### config.mk
export PLATFORM = sky130hd
export DESIGN_NAME = lar_alu
export DESIGN_NICKNAME = d
export VERILOG_FILES = /design/src/pkg/lar_pkg.sv /design/src/lar_exec_unit.sv /design/src/lar_alu.sv
export SDC_FILE = /design/constraint.sdc
export NUM_CORES = 1
export LEC_CHECK = 0
export ABC_AREA = 1
export BUFFER_PORTS_ARGS = -buffer_cell sky130_fd_sc_hd__clkbuf_2
export CAP_MARGIN = 20
export CORE_AREA = 2 2 54 56
export DETAILED_ROUTE_END_ITERATION = 12
export DIE_AREA = 0 0 56 58
export HOLD_SLACK_MARGIN = 0.05
export PLACE_DENSITY = 0.68
export SETUP_SLACK_MARGIN = 0.02
export SYNTH_ARGS = -nofsm -noshare
export SYNTH_HDL_FRONTEND = slang
export SYNTH_SLANG_ARGS = --single-unit
### constraint.sdc
create_clock -name sys_clk -period 1.2 [get_ports sys_clk]
set_input_delay 0.06 -clock sys_clk [delete_from_list [all_inputs] [get_ports sys_clk]]
set_output_delay 0.06 -clock sys_clk [all_outputs]
set_load 0.01 [all_outputs]
### src/pkg/lar_pkg.sv
// Shared types and constants of the long-address move, OR and rotate datapath
package lar_pkg;

  localparam int unsigned DATA_W = 8;
  localparam int unsigned MSB    = 7;
  localparam int unsigned LSB    = 0;

  localparam logic [7:0] ACC_RESET   = 8'h00;
  localparam logic       ZERO_RESET  = 1'b0;
  localparam logic       CARRY_RESET = 1'b0;
  localparam logic [7:0] MEM_DATA_RESET = 8'h00;

  typedef enum logic [2:0] {
    LAR_LONG_MOVE_TO_ACC          = 3'h0,
    LAR_LONG_MOVE_TO_MEMORY       = 3'h1,
    LAR_LONG_OR_TO_ACC            = 3'h2,
    LAR_LONG_OR_TO_MEMORY         = 3'h3,
    LAR_LONG_ROTATE_LEFT          = 3'h4,
    LAR_LONG_ROTATE_LEFT_TO_ACC   = 3'h5,
    LAR_LONG_ROTATE_LEFT_CARRY    = 3'h6,
    LAR_LONG_ROTATE_LEFT_CARRY_TO_ACC = 3'h7
  } lar_op_t;

  typedef enum logic [0:0] {
    LAR_IDLE = 1'b0,
    LAR_DONE = 1'b1
  } lar_phase_t;

  // One issued instruction with its memory operand
  typedef struct packed {
    logic       valid;
    lar_op_t    op;
    logic [7:0] memData;
  } lar_req_t;

  // Memory write-back port
  typedef struct packed {
    logic       write;
    logic [7:0] data;
  } lar_memwr_t;

  // Combinational result of one operation
  typedef struct packed {
    logic       accWrite;
    logic       memWrite;
    logic       zeroWrite;
    logic       carryWrite;
    logic [7:0] value;
    logic       carryOut;
  } lar_result_t;

endpackage : lar_pkg

### src/lar_exec_unit.sv
// Combinational operation unit: computes result and write enables per opcode
`timescale 1ns/10ps
`default_nettype none
module lar_exec_unit
  import lar_pkg::*;
(
  // Operation and operands
  input  wire lar_op_t     op,
  input  wire logic [7:0]  accIn,
  input  wire logic [7:0]  memIn,
  input  wire logic        carryIn,
  // Result
  output var  lar_result_t res
);

  function automatic logic [7:0] rotl8(input logic [7:0] v, input logic fill);
    rotl8 = {v[MSB-1:LSB], fill};
  endfunction : rotl8

  always_comb begin
    res = '0;
    res.carryOut = carryIn;
    case (op)
      LAR_LONG_MOVE_TO_ACC: begin
        res.value    = memIn;
        res.accWrite = 1'b1;
      end
      LAR_LONG_MOVE_TO_MEMORY: begin
        res.value    = accIn;
        res.memWrite = 1'b1;
      end
      LAR_LONG_OR_TO_ACC: begin
        res.value     = accIn | memIn;
        res.accWrite  = 1'b1;
        res.zeroWrite = 1'b1;
      end
      LAR_LONG_OR_TO_MEMORY: begin
        res.value     = accIn | memIn;
        res.memWrite  = 1'b1;
        res.zeroWrite = 1'b1;
      end
      LAR_LONG_ROTATE_LEFT: begin
        res.value    = rotl8(memIn, memIn[MSB]);
        res.memWrite = 1'b1;
      end
      LAR_LONG_ROTATE_LEFT_TO_ACC: begin
        res.value    = rotl8(memIn, memIn[MSB]);
        res.accWrite = 1'b1;
      end
      LAR_LONG_ROTATE_LEFT_CARRY: begin
        res.value      = rotl8(memIn, carryIn);
        res.carryOut   = memIn[MSB];
        res.memWrite   = 1'b1;
        res.carryWrite = 1'b1;
      end
      default: begin
        res.value      = rotl8(memIn, carryIn);
        res.carryOut   = memIn[MSB];
        res.accWrite   = 1'b1;
        res.carryWrite = 1'b1;
      end
    endcase
  end

endmodule : lar_exec_unit
`default_nettype wire

### src/lar_alu.sv
// Top of the long-address move, OR and rotate datapath with accumulator and flags
`timescale 1ns/10ps
`default_nettype none
// Operation
// - Move-to-accumulator copies the memory byte into the accumulator and keeps all flags.
// - Move-to-memory writes the accumulator into the memory byte and keeps all flags.
// - OR-to-accumulator puts accumulator OR memory into the accumulator and changes only zero.
// - OR-to-memory writes accumulator OR memory back to memory and changes only zero.
// - Plain left rotate writes the memory byte rotated left, bit 7 into bit 0, and keeps flags.
// - Plain left rotate to accumulator puts that rotation in the accumulator, memory and flags kept.
// - Rotate through carry writes memory shifted left with old carry in bit 0, bit 7 to carry.
// - Rotate through carry to accumulator does the same into the accumulator, memory untouched.
module lar_alu
  import lar_pkg::*;
#(
  parameter int unsigned WIDTH = 8
)
(
  // Clock and reset
  input  wire logic       sys_clk,
  input  wire logic       sys_rst,
  // Instruction issue with memory operand
  input  wire lar_req_t   req,
  // Memory write-back
  output var  lar_memwr_t memWr,
  // Core state
  output var  logic [7:0] acc,
  output var  logic       zeroFlag,
  output var  logic       carryFlag,
  output var  logic       done
);

  // The rotate and flag logic is fixed to a byte
  if (WIDTH != DATA_W) begin : g_width_check
    $error("lar_alu supports only WIDTH = 8");
  end

  typedef struct packed {
    logic [7:0] acc;
    logic       zero;
    logic       carry;
    logic       memWrite;
    logic [7:0] memData;
    lar_phase_t phase;
  } lar_state_t;

  lar_state_t  st_ff;
  lar_state_t  nxt_st;
  lar_result_t res;

  lar_exec_unit u_exec (
    .op      (req.op),
    .accIn   (st_ff.acc),
    .memIn   (req.memData),
    .carryIn (st_ff.carry),
    .res     (res)
  );

  always_comb begin
    nxt_st          = st_ff;
    nxt_st.memWrite = 1'b0;
    nxt_st.phase    = LAR_IDLE;
    if (req.valid) begin
      nxt_st.phase = LAR_DONE;
      if (res.accWrite) begin
        nxt_st.acc = res.value;
      end
      if (res.memWrite) begin
        nxt_st.memWrite = 1'b1;
        nxt_st.memData  = res.value;
      end
      if (res.zeroWrite) begin
        nxt_st.zero = (res.value == 8'h00);
      end
      if (res.carryWrite) begin
        nxt_st.carry = res.carryOut;
      end
    end
  end

  always_ff @(posedge sys_clk) begin
    if (sys_rst) begin
      st_ff.acc      <= ACC_RESET;
      st_ff.zero     <= ZERO_RESET;
      st_ff.carry    <= CARRY_RESET;
      st_ff.memWrite <= 1'b0;
      st_ff.memData  <= MEM_DATA_RESET;
      st_ff.phase    <= LAR_IDLE;
    end else begin
      st_ff <= nxt_st;
    end
  end

  assign acc        = st_ff.acc;
  assign zeroFlag   = st_ff.zero;
  assign carryFlag  = st_ff.carry;
  assign memWr.write = st_ff.memWrite;
  assign memWr.data  = st_ff.memData;
  assign done       = (st_ff.phase == LAR_DONE);

  // Opcodes whose result goes back to the memory byte; the address itself stays outside,
  // so a write pulse always targets the byte that the caller supplied with the issue
  function automatic logic writesMemory(input lar_op_t o);
    writesMemory = (o == LAR_LONG_MOVE_TO_MEMORY) || (o == LAR_LONG_OR_TO_MEMORY)
      || (o == LAR_LONG_ROTATE_LEFT) || (o == LAR_LONG_ROTATE_LEFT_CARRY);
  endfunction : writesMemory
endmodule : lar_alu
`default_nettype wire

==> run summary, run 1 <==
Lkg Pwr - 0.7126 nW
Run status - finished clean
Post-synth top cells - nand2_1 (30), dfxtp_1 (20), a21oi_1 (14)
Register area - 401.6 um^2
Asr flop ratio synth - 0
Placement Cell Area - 1328 um^2
Root Driver - clkbuf_4
Die area - 3248 um^2
CP max stage delay - 0.35 ns
Core footprint - 2663 um^2
First-pass GRT wire length - 4333 um
Critical path's slowest cell - dfxtp_2
Worst Skew - 0.007127 ns
Met2 global-route usage - 0.3008
Largest cells by area after synthesis - dfxtp_1 (35%), nand2_1 (9.9%), a21oi_1 (6.2%)
# setup viols final - 0
Post-synth EDFFs - 0
Overflow after GRT - 0
Cell accounting for the most synthesized area - dfxtp_1
Critical path buffer and inverter count - 0
Final period util - 0.9354
Layout cells sized above 1 - 0.4505
Layout filler cell count - 269
Setup crit end kind - register
# clock sinks - 20
Max FO, Critical Path - 4
Met1 usage - 0.1923
Vias in the first global route - 1036
Final Slew Violations - 0
Max VDD drop - 0.0009345 V
Area Overhead vs Synth - 20.99%
Ys Warns - 0
Cells after synthesis - 144
Worst EP arrival - 1.35 ns
Yosys reg bits - 20
Number of diodes - 0
Post-route ant nets - 0
Routed vias - 1034
Worst-Margin Slew - 0.2600 ns
Row count - 19
Hold Path Class - in -> reg
Unrepaired setup endpoints after global routing - no
HPWL Detailed - 1866 um
Die Span Y - 58 um
Cell Area, Synth - 1139 um^2
Pre-antenna DRT Iters - 4
Iter 0 DRT Violations - 20
Port bufs - 33
PwrDens - 1053 nW/um^2
Max-slew headroom - 0.8260
Synth Area per Inst - 7.907 um^2
Top-area cell type share of the netlist area - 0.3516
Grt peak-use layer - met2
Final worst setup slack - 0.07746 ns
Top FF cell, synth - dfxtp_1
Fmax - 890.8 MHz
Post-Route WL - 2436 um
Required time of the critical path - 1.43 ns
Count leader, synth - nand2_1
Design area - 1378 um^2
CTS tree - built
Pre-CTS setup slack - -0.03397 ns
Gpl congestion - 0.8297
Routed len/inst - 11.44 um
GRT Total Usage - 0.1696
Initial core utilization - 0.4276
Clock latency on the worst-skew pair - 0.30 ns
Register area share after synthesis - 0.3516
Worst-path cell chain - nor2_2 -> o21ai_2 -> nor2_4 -> nand3_2 -> nor2_2 -> nand2_1 -> a21oi_2
Critical path type - reg -> reg
Final hold vios - 0
Cell variety after synth - 24
CTS clk-pin slew, worst paths - 0.10 ns
Max Cap Viol - 0
Minimum clock period - 1.123 ns
Nets - 198
Post-Syn Nets - 158
Final routed DRC violation total - 0
Die X - 56 um
Top Family by Delay on Critical Path - simple AND/OR/NAND/NOR gates
Vias per inst - 4.854
CTS buffer count - 3
Largest net degree at the start of global routing - 17
Cell mode on critical path - nor2_2
IO Count - 34
CTS Buffer Depth - 2
Htree depth - 1
Met3 usage in global routing - 0.05580
Footprint of the multi-input gates - 619.3 um^2
Worst setup SP type - register
Initial antenna violation count - 0
==> timing repair <==
action | in CTS | in global routing
setup endpoints to repair | 2 | 2
hold endpoints to repair | 3 | 0
pin swaps | 1 | 1
gates resized for setup | 1 | 4
hold buffers | 1 | 0
setup buffers | 0 | 1
==> through the flow <==
step / hold slack, ns / std cells / utilization / TNS [ns] / total power [mW]
final: 0.06283 / 213 / 0.5174 / 0 / 1.451
after global routing: 0.07624 / 213 / 0.5174 / 0 / 1.548
after CTS: 0.05732 / 212 / 0.5108 / 0 / 1.458
after detailed placement: 0.2720 / 208 / 0.4986 / -0.06908 / 1.147
after global placement: 0.2682 / 208 / 0.4986 / -0.0004161 / 1.140
after floorplan: 0.1291 / 144 / - / 0 / 1.028
==> where the power goes <==
part / internal, mW / leakage (nW) / switching (mW)
logic: 0.157 / 0.534 / 0.237
registers: 0.714 / 0.165 / 0.0329
clock network: 0.117 / 0.0138 / 0.193
==> registers in the layout, indices dropped and copies added (netlist names) <==
name,count
done,1
carryFlag,1
memWr,9
acc,8
zeroFlag,1
==> area by class of cell <==
cell class                      count  area share
Tap cell                           31     0.02816
Inverter                           16     0.04541
Multi-Input combinational cell    103      0.4496
Timing Repair Buffer               40      0.1689
Clock buffer                        3     0.01635
Sequential cell                    20      0.2916
==> worst paths after layout <==
| path | from | endpoint | slack (ns) | depth (start not counted) |
|---|---|---|---|---|
| max reg2reg | acc[0] | zeroFlag | 0.08 | 7 |
| max | acc[0] | zeroFlag | 0.08 | 7 |
| min | req[7] | carryFlag | 0.06 | 3 |
| min reg2reg | carryFlag | carryFlag | 0.50 | 2 |
==> cells in the final DEF, fill, tap and decap left out, types with 2 or more instances in the layout <==
master / Yosys / routed
clkbuf_2: 0 / 33
nand2_1: 30 / 30
dfxtp_1: 20 / 19
a21oi_1: 14 / 14
inv_1: 12 / 12
o21ai_0: 12 / 11
nor2_2: 6 / 8
nand3_1: 7 / 7
nand3_2: 6 / 6
o21ai_2: 4 / 5
a21oi_2: 5 / 5
nor2_1: 7 / 5
buf_4: 0 / 5
inv_2: 3 / 3
nand2_2: 3 / 3
nor2_4: 3 / 3
clkbuf_4: 1 / 3
nand2_4: 2 / 2
==> layer usage <==
layer	routed length [um]	up-vias
li1	-	549
met1	1073	458
met2	1186	23
met3	146	4
met4	30	0
met5	0	-
==> logic make-up after synthesis <==
| kind of cell | after synthesis | synth area share |
|---|---|---|
| DFF | 20 | 0.3516 |
| AOI/OAI and AO/OA | 37 | 0.2088 |
| buffers and inverters | 21 | 0.1121 |
| and+or+nand+nor | 66 | 0.3275 |
==> worst min-delay path, cell delays in order <==
cell,delay (ns)
clkbuf_2,0.11
nand3_1,0.08
a21oi_1,0.06
Note: power is estimated with default switching activity, not from simulation.
==> run 2: changes to the inputs <==
ABC_AREA = 0   (was 1)
CORE_AREA = 2 2 49 51   (was 2 2 54 56)
DIE_AREA = 0 0 51 53   (was 0 0 56 58)
PLACE_DENSITY = 0.72   (was 0.68)
SETUP_SLACK_MARGIN = 0.05   (was 0.02)
==> run summary, run 2 <==
Worst-Margin Slew - 0.3364 ns (was 0.2600 ns)
Critical path's slowest cell - dfxtp_2 (unchanged)
# setup viols final - 0 (unchanged)
Setup crit end kind - register (unchanged)
Clock latency on the worst-skew pair - 0.30 ns (about the same)
Routed vias - 994 (was 1034)
Largest cells by area after synthesis - dfxtp_1 (42%), nor2_1 (11%), a211oi_1 (9.5%) (was dfxtp_1 (35%), nand2_1 (9.9%), a21oi_1 (6.2%))
Htree depth - 1 (unchanged)
Port bufs - 33 (unchanged)
Worst Skew - 0.007463 ns (was 0.007127 ns)
Pre-antenna DRT Iters - 4 (unchanged)
Most frequent cells in the layout - clkbuf_2 (33), nor2_1 (27), dfxtp_1 (13), buf_4 (13), a21oi_1 (10) (was clkbuf_2 (33), nand2_1 (30), dfxtp_1 (19), a21oi_1 (14), inv_1 (12))
Final hold vios - 0 (unchanged)
Layout cells sized above 1 - 0.4500 (was 0.4505)
Setup TNS - 0 ns (unchanged)
Post-Route WL - 2473 um (was 2436 um)
Crit path launch - carryFlag (was acc[0])
Final period util - 0.9858 (was 0.9354)
Hold Path Stages - 2 (was 3)
Max Cap Viol - 0 (unchanged)
Cells after synthesis - 116 (was 144)
Cell variety after synth - 27 (was 24)
Worst reg2reg path endpoint - zeroFlag (unchanged)
GRT Total Usage - 0.1943 (was 0.1696)
Vias in the first global route - 903 (was 1036)
Post-synth EDFFs - 0 (unchanged)
Vias per inst - 5.287 (was 4.854)
Routed len/inst - 13.15 um (was 11.44 um)
CTS clk-pin slew, worst paths - 0.12 ns (was 0.10 ns)
Cell Area, Synth - 947.2 um^2 (was 1139 um^2)
Number of diodes - 0 (unchanged)
Worst-path cell chain - mux2_4 -> nand2_2 -> o31ai_2 -> and4bb_1 -> a41o_1 (was nor2_2 -> o21ai_2 -> nor2_4 -> nand3_2 -> nor2_2 -> nand2_1 -> a21oi_2)
Root Driver - clkbuf_4 (unchanged)
Post-route ant nets - 0 (unchanged)
Count leader, synth - nor2_1 (was nand2_1)
Critical path type - reg -> reg (unchanged)
Die X - 51 um (was 56 um)
Origin of the critical flop-to-flop path - carryFlag (was acc[0])
Fmax - 845.3 MHz (was 890.8 MHz)
Asr flop ratio synth - 0 (unchanged)
Initial core utilization - 0.4409 (was 0.4276)
Final worst setup slack - 0.01700 ns (was 0.07746 ns)
Post-Syn Nets - 130 (was 158)
Worst EP arrival - 1.43 ns (was 1.35 ns)
Yosys reg bits - 20 (unchanged)
Initial antenna violation count - 0 (unchanged)
Max FO, Critical Path - 2 (was 4)
Critical path endpoint - zeroFlag (unchanged)
First-pass GRT wire length - 3926 um (was 4333 um)
CTS tree - built (unchanged)
Worst setup SP type - register (unchanged)
Lkg Pwr - 0.6069 nW (was 0.7126 nW)
IO Count - 34 (unchanged)
Overflow after GRT - 0 (unchanged)
HPWL Detailed - 1745 um (was 1866 um)
Minimum clock period - 1.183 ns (was 1.123 ns)
Largest net degree at the start of global routing - 18 (was 17)
Hold Path Class - in -> reg (unchanged)
Row count - 17 (was 19)
Max-slew headroom - 0.7738 (was 0.8260)
Required time of the critical path - 1.45 ns (was 1.43 ns)
Nets - 175 (was 198)
CTS Buffer Depth - 2 (unchanged)
Die area - 2703 um^2 (was 3248 um^2)
Final Slew Violations - 0 (unchanged)
Min-delay src - sys_rst (was req[7])
Iter 0 DRT Violations - 11 (was 20)
CP max stage delay - 0.34 ns (was 0.35 ns)
Pre-CTS setup slack - -0.2135 ns (was -0.03397 ns)
Top FF cell, synth - dfxtp_1 (unchanged)
Core footprint - 2148 um^2 (was 2663 um^2)
Commonest non-fill, non-tap cell in the layout - clkbuf_2 (unchanged)
PwrDens - 1153 nW/um^2 (was 1053 nW/um^2)
CTS buffer count - 3 (unchanged)
Synth Area per Inst - 8.165 um^2 (was 7.907 um^2)
# clock sinks - 20 (unchanged)
Cell accounting for the most synthesized area - dfxtp_1 (unchanged)
Run status - finished clean (unchanged)
Final Util - 0.6226 (was 0.5174)
Post-synth top cells - nor2_1 (27), dfxtp_1 (20), a211oi_1 (12) (was nand2_1 (30), dfxtp_1 (20), a21oi_1 (14))
Die Span Y - 53 um (was 58 um)
Gpl congestion - 0.8592 (was 0.8297)
Area Overhead vs Synth - 41.22% (was 20.99%)
Register-to-Register Path Depth - 5 (was 7)
Final routed DRC violation total - 0 (unchanged)
Ys Warns - 0 (unchanged)
Number of flip-flops in the largest register - 9 (unchanged)
Unrepaired setup endpoints after global routing - yes (was no)
Reg2Reg Setup Slack - 0.02 ns (was 0.08 ns)
Register area share after synthesis - 0.4227 (was 0.3516)
Max VDD drop - 0.0008831 V (was 0.0009345 V)
Top-area cell type share of the netlist area - 0.4227 (was 0.3516)
==> run 2: cell types whose count changed in the layout (fill, tap and decap cells not counted), sizes merged, moves of 2 or more <==
cell	before	now
o31a	0	5
buf	6	15
and2	0	2
nand2	35	10
a21oi	19	11
inv	16	1
mux2i	0	3
o31ai	0	3
nor2	17	27
a211oi	0	12
nand3	13	1
o21ai	17	2
==> run 2: worst min path at each step <==
stage / end / slack, ns
finish: acc[0] / 0.07
global placement: carryFlag / 0.34
global route: acc[7] / 0.06
floorplan: carryFlag / 0.20
detailed placement: carryFlag / 0.35
CTS: acc[0] / 0.06
==> run 2: per-layer routing <==
| metal | vias to the layer above | wire [um] | track usage |
|---|---|---|---|
| li1 | 495 | - | - |
| met1 | 474 | 1059 | 0.2409 |
| met2 | 23 | 1297 | 0.3203 |
| met3 | 2 | 100 | 0.03955 |
| met4 | 0 | 16 | 0.09459 |
| met5 | - | 0 | 0 |
==> run 2: area by class of cell <==
type / count / area (um^2)
multi-input cells: 86 / 540.5
clock buffers: 4 / 36.28
flip-flops and latches: 20 / 409.1
inverters: 1 / 3.754
well taps: 28 / 35.03
repair buffers: 49 / 312.8
fillers: 215 / 810.8
==> run 2: report_power, final <==
| group | switching, mW | internal (mW) | leakage [nW] | total, mW |
|---|---|---|---|---|
| registers | 0.0257 | 0.714 | 0.167 | 0.740 |
| clock network | 0.210 | 0.185 | 0.0210 | 0.395 |
| logic | 0.215 | 0.192 | 0.419 | 0.407 |
| total | 0.451 | 1.09 | 0.607 | 1.54 |
==> run 2: critical path: cells and delay by family (launching register included) <==
kind / cells / cell delay (ns)
flops: 1 / 0.34
simple gates: 2 / 0.31
mux: 1 / 0.26
compound gates: 2 / 0.23
==> run 2: kinds of logic (layout without fill, tap and decap cells) <==
logic type             count (synthesis)  after routing  share of synthesized area
XOR/XNOR                               1              1                   0.009249
multiplexers                           4              4                    0.04359
flip-flops                            20             20                     0.4227
AND/OR/NAND/NOR                       47             47                     0.2180
AO/OA/AOI/OAI                         34             34                     0.2536
buffers and inverters                 10             54                    0.05283
==> run 2: stage by stage <==
stage / cell area [um^2] / power (mW) / hold WS (ns) / cells
final: 1338 / 1.542 / 0.06508 / 188
after global routing: 1338 / 1.626 / 0.05615 / 188
after CTS: 1282 / 1.515 / 0.05616 / 185
after detailed placement: 1217 / 1.117 / 0.3524 / 179
after global placement: 1217 / 1.107 / 0.3443 / 179
after floorplan: 955.9 / 0.9602 / 0.2038 / 116
==> run 2: timing repair <==
| action | CTS | global route |
|---|---|---|
| hold endpoints to repair | 1 | 0 |
| pin swaps | 3 | 3 |
| resized for setup | 3 | 7 |
| endpoints found under the setup margin | 3 | 11 |
| buffers inserted | 1 | 3 |
| hold buffers | 1 | 0 |
==> run 3: changes to the inputs <==
CORE_AREA = 2 2 47 54   (was 2 2 49 51)
DIE_AREA = 0 0 49 56   (was 0 0 51 53)
PLACE_DENSITY = 0.71   (was 0.72)
==> run summary, run 3 (same netlist as run 2, synthesis figures left out) <==
Hold Path Stages - 3 (was 2)
Critical path type - reg -> reg (unchanged)
CTS buffer count - 3 (unchanged)
Port bufs - 33 (unchanged)
Final worst setup slack - 0.008240 ns (was 0.01700 ns)
Row count - 18 (was 17)
Initial core utilization - 0.4336 (was 0.4409)
Worst setup SP type - register (unchanged)
Vias per inst - 5.274 (was 5.287)
Setup crit end kind - register (unchanged)
Unrepaired setup endpoints after global routing - yes (unchanged)
Largest net degree at the start of global routing - 20 (was 18)
Worst reg2reg path endpoint - zeroFlag (unchanged)
Post-Layout Cell Count - 190 (was 188)
Setup TNS - 0 ns (unchanged)
PwrDens - 1258 nW/um^2 (was 1153 nW/um^2)
Min-delay src - req[11] (was sys_rst)
Worst Skew - 0.001881 ns (was 0.007463 ns)
GRT Total Usage - 0.1889 (was 0.1943)
Routed len/inst - 12.93 um (was 13.15 um)
Minimum clock period - 1.192 ns (was 1.183 ns)
Pre-CTS setup slack - -0.1285 ns (was -0.2135 ns)
Die Span Y - 56 um (was 53 um)
Placed insts - 183 (was 179)
# clock sinks - 20 (unchanged)
Final routed DRC violation total - 0 (unchanged)
Reg2Reg Setup Slack - 0.008 ns (was 0.02 ns)
Run status - finished clean (unchanged)
Clock latency on the worst-skew pair - 0.31 ns (was 0.30 ns)
Nets - 175 (unchanged)
Final hold vios - 0 (unchanged)
Root Driver - clkbuf_4 (unchanged)
Min-Delay Endpoint - done (was acc[0])
Number of flip-flops in the largest register - 9 (unchanged)
Post-Route WL - 2457 um (was 2473 um)
Layout cells sized above 1 - 0.4500 (unchanged)
CTS tree - built (unchanged)
First-pass GRT wire length - 4050 um (was 3926 um)
Vias in the first global route - 962 (was 903)
Core footprint - 2185 um^2 (was 2148 um^2)
Max-slew headroom - 0.7888 (was 0.7738)
Worst-Margin Slew - 0.3168 ns (was 0.3364 ns)
Layout filler cell count - 191 (was 215)
Area Overhead vs Synth - 43.33% (was 41.22%)
Final period util - 0.9931 (was 0.9858)
Most frequent cells in the layout - clkbuf_2 (33), nor2_1 (27), dfxtp_1 (13), buf_4 (13) (was clkbuf_2 (33), nor2_1 (27), dfxtp_1 (13), buf_4 (13), a21oi_1 (10))
Number of diodes - 0 (unchanged)
Die area - 2744 um^2 (was 2703 um^2)
Initial antenna violation count - 0 (unchanged)
Overflow after GRT - 0 (unchanged)
Routed vias - 1002 (was 994)
Gpl congestion - 0.8771 (was 0.8592)
# setup viols final - 0 (unchanged)
Iter 0 DRT Violations - 29 (was 11)
Final Slew Violations - 0 (unchanged)
Max Cap Viol - 0 (unchanged)
Lkg Pwr - 0.6136 nW (was 0.6069 nW)
Max FO, Critical Path - 3 (was 2)
Worst EP arrival - 1.45 ns (was 1.43 ns)
Required time of the critical path - 1.46 ns (was 1.45 ns)
HPWL Detailed - 1822 um (was 1745 um)
Pre-antenna DRT Iters - 4 (unchanged)
Hold Path Class - in -> reg (unchanged)
Register-to-Register Path Depth - 5 (unchanged)
Fmax - 839.1 MHz (was 845.3 MHz)
Max VDD drop - 0.0009285 V (was 0.0008831 V)
CTS clk-pin slew, worst paths - 0.12 ns (about the same)
Htree depth - 1 (unchanged)
CTS Buffer Depth - 2 (unchanged)
Die X - 49 um (was 51 um)
Post-route ant nets - 0 (unchanged)
IO Count - 34 (unchanged)
Commonest non-fill, non-tap cell in the layout - clkbuf_2 (unchanged)
Origin of the critical flop-to-flop path - carryFlag (unchanged)
==> run 3: cell types whose count changed in the layout (fill, tap and decap cells not counted) <==
cell and delta:
a21oi_1 -1, a21oi_2 +1, bufinv_16 +1, clkbuf_8 -1, nand2b_1 +1, nand2b_2 -1
==> run 3: metal layers <==
layer,vias up,global-route usage,part of all wire
li1,498,-,-
met1,473,0.2056,0.40
met2,26,0.3327,0.52
met3,5,0.05108,0.058
met4,0,0.09388,0.019
met5,-,0,0
==> run 3: power breakdown <==
part           total, mW  internal, mW  switching (mW)
combinational      0.409         0.195           0.214
clock              0.557         0.338           0.219
sequential         0.742         0.714          0.0278
==> run 3: worst max-delay path by stage <==
stage / start / endpoint / slack, ns / depth (start not counted)
floorplan: carryFlag / zeroFlag / 0.05 / 5
global placement: req[9] / zeroFlag / -0.08 / 7
detailed placement: req[9] / zeroFlag / -0.13 / 7
CTS: carryFlag / zeroFlag / 0.005 / 5
global route: carryFlag / zeroFlag / -0.04 / 5
finish: carryFlag / zeroFlag / 0.008 / 5
==> run 3: cell type report <==
type | count | area (um^2) | area share
inverters | 1 | 3.754 | 0.002765
clock inverters | 1 | 30.03 | 0.02212
well taps | 30 | 37.54 | 0.02765
clock buffers | 3 | 22.52 | 0.01659
flip-flops and latches | 20 | 409.1 | 0.3014
repair buffers | 49 | 312.8 | 0.2304
multi-input cells | 86 | 541.8 | 0.3991
==> run 3: metrics by stage <==
stage          utilization  cell area (um^2)  hold slack [ns]  power [mW]
2_1_floorplan            -             955.9           0.2038      0.9602
3_3_place_gp        0.5653              1235           0.3539       1.115
3_5_place_dp        0.5653              1235           0.3677       1.127
4_1_cts             0.5968              1304          0.05754       1.690
5_1_grt             0.6214              1358          0.07721       1.787
6_report            0.6214              1358          0.05163       1.708
==> run 3: what timing repair did <==
item,CTS,global route
hold buffers,1,0
setup buffers,0,2
resized for setup,2,8
setup endpoints to repair,3,9
endpoints found under the hold margin,1,0
pin swaps,1,4
==> run 3: critical path, cell delays in order (launching register included) <==
cell and delay, ns:
dfxtp_2 0.34, mux2_4 0.26, nand2_2 0.07, o31ai_2 0.07, and4bb_1 0.25, a41o_1 0.16
